==> src/design/frt_pkg.sv <==
/*
  Package for the free-running tick timer: widths, bit positions,
  reset values and the tick divider figures.
  Assumes a 25 MHz system clock; all users qualify names with frt_pkg::.
*/
package frt_pkg;
  localparam int unsigned CNT_W        = 12;
  localparam int unsigned LO_W         = 8;
  localparam int unsigned HI_W         = CNT_W - LO_W;
  localparam int unsigned SRC_FAST_BIT = 6;
  localparam int unsigned SRC_SLOW_BIT = 9;
  localparam int unsigned CLK_HZ       = 25_000_000;
  localparam int unsigned TICK_HZ      = 1_000_000;
  localparam int unsigned TICK_DIV     = CLK_HZ / TICK_HZ;
  localparam int unsigned DIV_W        = $clog2(TICK_DIV);
  localparam logic [DIV_W-1:0] DIV_LAST = DIV_W'(TICK_DIV - 1);
  localparam logic [CNT_W-1:0] CNT_RST  = 12'h000;
  localparam logic [HI_W-1:0]  HOLD_RST = 4'h0;

  typedef struct packed {
    logic [LO_W-1:0] lo_data;
    logic [HI_W-1:0] hi_data;
  } frt_rd_t;

  typedef struct packed {
    logic fast_irq;
    logic slow_irq;
  } frt_irq_t;
endpackage

==> src/design/frt_rise_det.sv <==
/*
  Rising-edge detector: one-cycle pulse when an enabled source bit goes 0 to 1.
  Assumes the source is synchronous to clk_sys.
*/
`timescale 1ns/1ps
module frt_rise_det (
  input  wire logic clk_sys,
  input  wire logic rst_n,
  input  wire logic src,
  input  wire logic enable,
  output logic      pulse
);
  logic src_d_r;

  always_ff @(posedge clk_sys or negedge rst_n) begin
    if (!rst_n) begin
      src_d_r <= 1'b0;
    end else begin
      src_d_r <= src;
    end
  end

  // Falling edges are ignored by design
  always_ff @(posedge clk_sys or negedge rst_n) begin
    if (!rst_n) begin
      pulse <= 1'b0;
    end else begin
      pulse <= enable & src & ~src_d_r;
    end
  end
endmodule

==> src/design/frt_timer.sv <==
/*
  Free-running 12-bit tick timer with split low/high read and two edge interrupts.
  Assumes firmware reads are one-cycle strobes synchronous to clk_sys.
*/
// Overview of operation
// - 12-bit counter advances every microsecond
// - Low-byte read latches upper four bits
// - High read returns latched nibble only
// - Interrupt sources from counter bits 6, 9
// - Enabled sources fire on rising edge only
`timescale 1ns/1ps
module frt_timer (
  input  wire logic            clk_sys,
  input  wire logic            rst_n,
  input  wire logic            rd_lo,
  input  wire logic            rd_hi,
  input  wire logic            fast_en,
  input  wire logic            slow_en,
  output frt_pkg::frt_rd_t     rd_data,
  output frt_pkg::frt_irq_t    irq,
  output logic                 tick_us
);
  logic [frt_pkg::DIV_W-1:0] div_r;
  logic [frt_pkg::CNT_W-1:0] cnt_r;
  logic [frt_pkg::HI_W-1:0]  hold_r;
  logic                      fast_p;
  logic                      slow_p;

  // Divider gives the 1 MHz enable; one clock, no derived clock
  always_ff @(posedge clk_sys or negedge rst_n) begin
    if (!rst_n) begin
      div_r   <= '0;
      tick_us <= 1'b0;
    end else begin
      tick_us <= (div_r == frt_pkg::DIV_LAST);
      if (div_r == frt_pkg::DIV_LAST) begin
        div_r <= '0;
      end else begin
        div_r <= div_r + 1'b1;
      end
    end
  end

  // Natural overflow wraps all-ones to zero
  always_ff @(posedge clk_sys or negedge rst_n) begin
    if (!rst_n) begin
      cnt_r <= frt_pkg::CNT_RST;
    end else if (tick_us) begin
      cnt_r <= cnt_r + 1'b1;
    end
  end

  // Holder catches the nibble seen by the same low read
  always_ff @(posedge clk_sys or negedge rst_n) begin
    if (!rst_n) begin
      hold_r <= frt_pkg::HOLD_RST;
    end else if (rd_lo) begin
      hold_r <= cnt_r[frt_pkg::CNT_W-1:frt_pkg::LO_W];
    end
  end

  // Read data registered; high half never shows the live count
  always_ff @(posedge clk_sys or negedge rst_n) begin
    if (!rst_n) begin
      rd_data <= '0;
    end else begin
      if (rd_lo) begin
        rd_data.lo_data <= cnt_r[frt_pkg::LO_W-1:0];
      end
      if (rd_hi) begin
        rd_data.hi_data <= hold_r;
      end
    end
  end

  frt_rise_det u_fast (
    .clk_sys (clk_sys),
    .rst_n   (rst_n),
    .src     (cnt_r[frt_pkg::SRC_FAST_BIT]),
    .enable  (fast_en),
    .pulse   (fast_p)
  );

  frt_rise_det u_slow (
    .clk_sys (clk_sys),
    .rst_n   (rst_n),
    .src     (cnt_r[frt_pkg::SRC_SLOW_BIT]),
    .enable  (slow_en),
    .pulse   (slow_p)
  );

  always_ff @(posedge clk_sys or negedge rst_n) begin
    if (!rst_n) begin
      irq <= '0;
    end else begin
      irq.fast_irq <= fast_p;
      irq.slow_irq <= slow_p;
    end
  end
endmodule

==> config.mk <==
export PLATFORM = sky130hd
export DESIGN_NAME = frt_timer
export DESIGN_NICKNAME = d
export VERILOG_FILES = /design/src/design/frt_pkg.sv /design/src/design/frt_rise_det.sv /design/src/design/frt_timer.sv
export SDC_FILE = /design/constraint.sdc
export NUM_CORES = 1
export LEC_CHECK = 0
export ABC_AREA = 1
export BUFFER_PORTS_ARGS = -buffer_cell sky130_fd_sc_hd__buf_4
export CAP_MARGIN = 15
export CORE_ASPECT_RATIO = 0.6
export CORE_UTILIZATION = 48
export CTS_BUF_LIST = sky130_fd_sc_hd__clkbuf_2 sky130_fd_sc_hd__clkbuf_4 sky130_fd_sc_hd__clkbuf_8
export DETAILED_ROUTE_END_ITERATION = 6
export GPL_ROUTABILITY_DRIVEN = 0
export PLACE_DENSITY = 0.76
export SKIP_LAST_GASP = 1
export SLEW_MARGIN = 0
export SYNTH_ARGS = -nofsm -noshare
export SYNTH_HDL_FRONTEND = slang
export SYNTH_SLANG_ARGS = --single-unit
==> constraint.sdc <==
create_clock -name clk_sys -period 1.6 [get_ports clk_sys]
set_clock_uncertainty 0.1 [all_clocks]
set_input_delay 0.24 -clock clk_sys [delete_from_list [all_inputs] [get_ports clk_sys]]
set_output_delay 0.24 -clock clk_sys [all_outputs]
set_load 0.01 [all_outputs]
# Yosys cells after proc, flatten, opt, wreduce, memory -nomap -nowiden
# Index checks and enable logic that the tools add are counted.
[totals]
ff_bits = 40
output_inout_bits = 15
[classes]
n_addsub = 2
n_eq_ne = 1
muxes = 1
bitwise_logic = 6
[ops]
columns = ["cell", "n"]
rows = [
  ["adder 12 x 1 -> 12 bit (second input constant)", 1],
  ["adder 5 x 1 -> 5 bit (second input constant)", 1],
  ["equality test 5 bit (second input constant)", 1],
  ["two-way mux 5 bit", 1],
  ["AND 1 bit", 4],
  ["inverter 1 bit", 2],
]

# Logic depth before layout (Yosys ltp)
[depth]
ltp_word = 2
mapped_depth = 7

# By module
# Synthesis repeated with hierarchy kept, for this count alone.
[unflattened]
cells_unflattened = 141
area_unflattened_um2 = 1592.8
[modules_own_cells]
columns = ["mod", "cells_per_inst", "area_per_inst_um2", "n_inst"]
rows = [
  ["frt_timer", 133, 1472.7, 1],
  ["frt_rise_det", 4, 60.1, 2],
]

# Worst setup path before layout
# Ideal clock, no wire load.
[synth_path]
path_kind = "register to register"
from = "register cnt_r[0] (netlist bit)"
to = "register cnt_r[10] (netlist bit)"
slack_ps = 420
stages_incl_launch_ff = 7
period_less_slack_ps = 1180
arrival_time_ps = 967
path_cell_list = "dfrtp_1 > ha_1 > nand3_1 > nor2_2 > nand3_1 > nand2_1 > inv_1"
[synth_via]
elab_chain_cells = 1
[synth_lines]
columns = ["item", "line_no", "source"]
rows = [
  ["from (decl)", "frt_timer.sv:24", "logic [frt_pkg::CNT_W-1:0] cnt_r;"],
  ["from (signal assigned)", "frt_timer.sv:47", "cnt_r <= frt_pkg::CNT_RST;"],
  ["from (signal assigned)", "frt_timer.sv:49", "cnt_r <= cnt_r + 1'b1;"],
  ["adder 12 x 1 -> 12 bit", "frt_timer.sv:49", ""],
]
# No other way between the ends.
# A chain may end at the register's enable or synchronous reset.

# Final worst setup path
[layout_path]
from = "register tick_us"
to = "output tick_us"
[layout_lines]
columns = ["item", "line_no", "source"]
rows = [
  ["from (decl)", "frt_timer.sv:21", "output logic tick_us"],
  ["from (signal assigned)", "frt_timer.sv:35", "tick_us <= (div_r == frt_pkg::DIV_LAST);"],
]
# No word-level cell between the ends.

==> flow_summary.toml <==
[yosys]
yosysTopAreaCell = "dfrtp_1"
ys_seq_area_frac = 0.6173
synth_warnings = 0
ys_types = 18
synth_edf_count = 0
syn_nets = 171
ys.flop_type = "dfrtp_1"
synth_area_sq_mm = 0.001622
yosys-top-cells-area = "dfrtp_1, nand2_1, nor2_1"
synth_compound_gate_area_share = 0.04630
synthAdderAreaFrac = 0.02315
netlist.area_leader.share = 0.6173
synthCells = 162
avgSynthCellArea_sq_um = 10.01
synth_xor_area_frac = 0.04321
synth_top_family_by_area = "simple AND/OR/NAND/NOR gates"
synth_most_common_cell = "dfrtp_1"
synthTopCellsByCount = "dfrtp_1, nand2_1, nor2_1"
synth_simple_gate_area_frac = 0.1875
synthMuxAreaShare = 0.02778
async_flop_share = 1.000
synth-seq-cells = 40

[sta]
finalSetupViolCount = 0
hold_viol = 0
rsz0062_at_grt = "no"
timing.fmax_ghz = 0.7413
final-max-slew-violation-count = 0
worst_pin_slew_ns = 0.4968
period_minus_slack_ns = 1.349
period_share = 0.8431
max-slew-margin-rel = 0.6688
whs_ns = 0.06576
fin_setup_tns_ns = 0

[worst_setup_path]
crit_path_max_fanout = 9
max_stage_delay_ns = 0.53
required_ns = 1.26
end_kind = "output port"
reg2reg_from = "cnt_r[0]"
arrival_ns = 1.01
crit_chain = "buf_4"
startpoint_type = "register"
crit_family = "flip-flops"
crit_type = "reg -> out"
slowest_stage = "dfrtp_1"
reg2reg_to = "cnt_r[8]"
ff2ff_setup_slack_ns = 0.29
worstSetupStartpoint = "tick_us"
r2r_cells = 6
crit_buf_inv = 1

[global_routing]
antenna_found_initial = 0
grt_use_met2 = 0.3071
grt_use_met3 = 0.06602
busiest_layer = "met2"
track_usage = 0.1948
first_global_vias = 1109
grt_use_met1 = 0.2603
grt_pass1_wl_um = 5112
grt_max_degree = 41
overflow = 0

[die]
die_w_um = 77.04
chipHeight_um = 47.02
dieArea_sq_mm = 0.003622
start_util = 0.5333
ios = 21
core-area_sq_mm = 0.003040
placementRows = 15

[route]
drt_iter0_drc = 66
vias_per_cell = 4.935
drc = 0
drt_wl_total_um = 2974
drtPass1Iterations = 4
postRouteAntennaNets = 0
via_count = 1135
routedWlPerCell_um = 12.93

[cells_and_area]
nets = 196
syn2layout_area_growth_pct = 19.83
antenna_cells = 0
drive_gt1_frac = 0.2021

[placed_design]
io_buffers = 20
place_hpwl_um = 2151

[power_and_ir_drop]
ir_drop_uv = 537.0
power.leakage_nw = 0.9746
powerDensity_mw_per_mm2 = 1037
design_power_total_mw = 2.014

[hold_path]
hp-start = "rd_hi"
holdPathStages = 2
hold_end = "rd_data[0]"
hold_class = "in -> reg"

[clock_network]
cts-root-buf = "clkbuf_8"
numCtsBuffers = 5
clkTransAtPathRegs_ns = 0.08
cts_max_level = 2
clk_latency_ns = 0.29
postCtsSetupBuffers = 0
cts.sink_count = 40
clk_path_buf_depth = 2
cts_tree = "built"

[run_status]
status = "complete, no violations"

[flow_run]
drv_cap = 0
==> power by group <==
| part | internal [mW] | leakage (nW) | total [mW] | switching, mW |
|---|---|---|---|---|
| combinational | 0.0378 | 0.384 | 0.0883 | 0.0505 |
| clock | 0.550 | 0.0645 | 0.890 | 0.340 |
| sequential | 1.03 | 0.526 | 1.04 | 0.00851 |
==> per-layer routing <==
| metal | share of wire | vias up |
|---|---|---|
| li1 | - | 556 |
| met1 | 0.51 | 554 |
| met2 | 0.43 | 23 |
| met3 | 0.050 | 2 |
| met4 | 0.0067 | 0 |
| met5 | 0 | - |
==> what timing repair did <==
action                                 CTS  global route
hold buffers                             1             0
endpoints found under the hold margin   40             0
resized for setup                        0             0
==> through the flow <==
step / instance area (sq um) / setup WS, ns / instances / util
after floorplan: 1622 / 0.4202 / 162 / -
after global placement: 1807 / 0.3651 / 221 / 0.5942
after detailed placement: 1807 / 0.2929 / 221 / 0.5942
after CTS: 1943 / 0.2512 / 230 / 0.6391
after global routing: 1943 / 0.1574 / 230 / 0.6391
final: 1943 / 0.2510 / 230 / 0.6391
==> cells in the final DEF (no fill, tap or decap), drive strengths merged <==
master	synthesis	routed
bufinv	0	1
dfrtp	40	40
a21oi	10	10
inv	19	19
clkbuf	0	7
nand3b	1	1
nand4	2	2
o21ai	5	5
mux2	4	4
xnor2	2	2
dlygate4sd3	0	1
nor3	1	1
nand2	30	30
xor2	6	6
ha	3	3
buf	3	20
nand3	11	11
nor2	25	25
==> registers in the layout (all words and copies together), names as in the netlist <==
signal / count
cnt_r: 12
div_r: 5
hold_r: 4
irq: 2
rd_data: 12
tick_us: 1
u_fast.pulse: 1
u_fast.src_d_r: 1
u_slow.pulse: 1
u_slow.src_d_r: 1
==> worst max-delay path by stage <==
stage / end / slack (ns) / depth (start not counted)
final: tick_us / 0.25 / 1
after global routing: cnt_r[10] / 0.16 / 7
after CTS: tick_us / 0.25 / 1
after detailed placement: cnt_r[10] / 0.29 / 6
after global placement: cnt_r[11] / 0.37 / 5
after floorplan: cnt_r[10] / 0.42 / 6
==> kinds of logic (layout without fill, tap and decap cells) <==
group,after synthesis,in the layout
XOR/XNOR,8,8
AO/OA/AOI/OAI,15,15
adder cells (fa/ha/maj),3,3
buffers and inverters,22,48
AND/OR/NAND/NOR,70,70
multiplexers,4,4
flip-flops,40,40
==> final cells by class <==
| type | instances | area, sq um |
|---|---|---|
| Clock buffer | 7 | 96.34 |
| Clock inverter | 1 | 30.03 |
| Fill cell | 253 | 1097 |
| Inverter | 19 | 71.32 |
| Multi-Input combinational cell | 100 | 531.8 |
| Sequential cell | 40 | 1001 |
| Tap cell | 42 | 52.55 |
| Timing Repair Buffer | 21 | 160.2 |
Power figures use the tool's default switching activity.
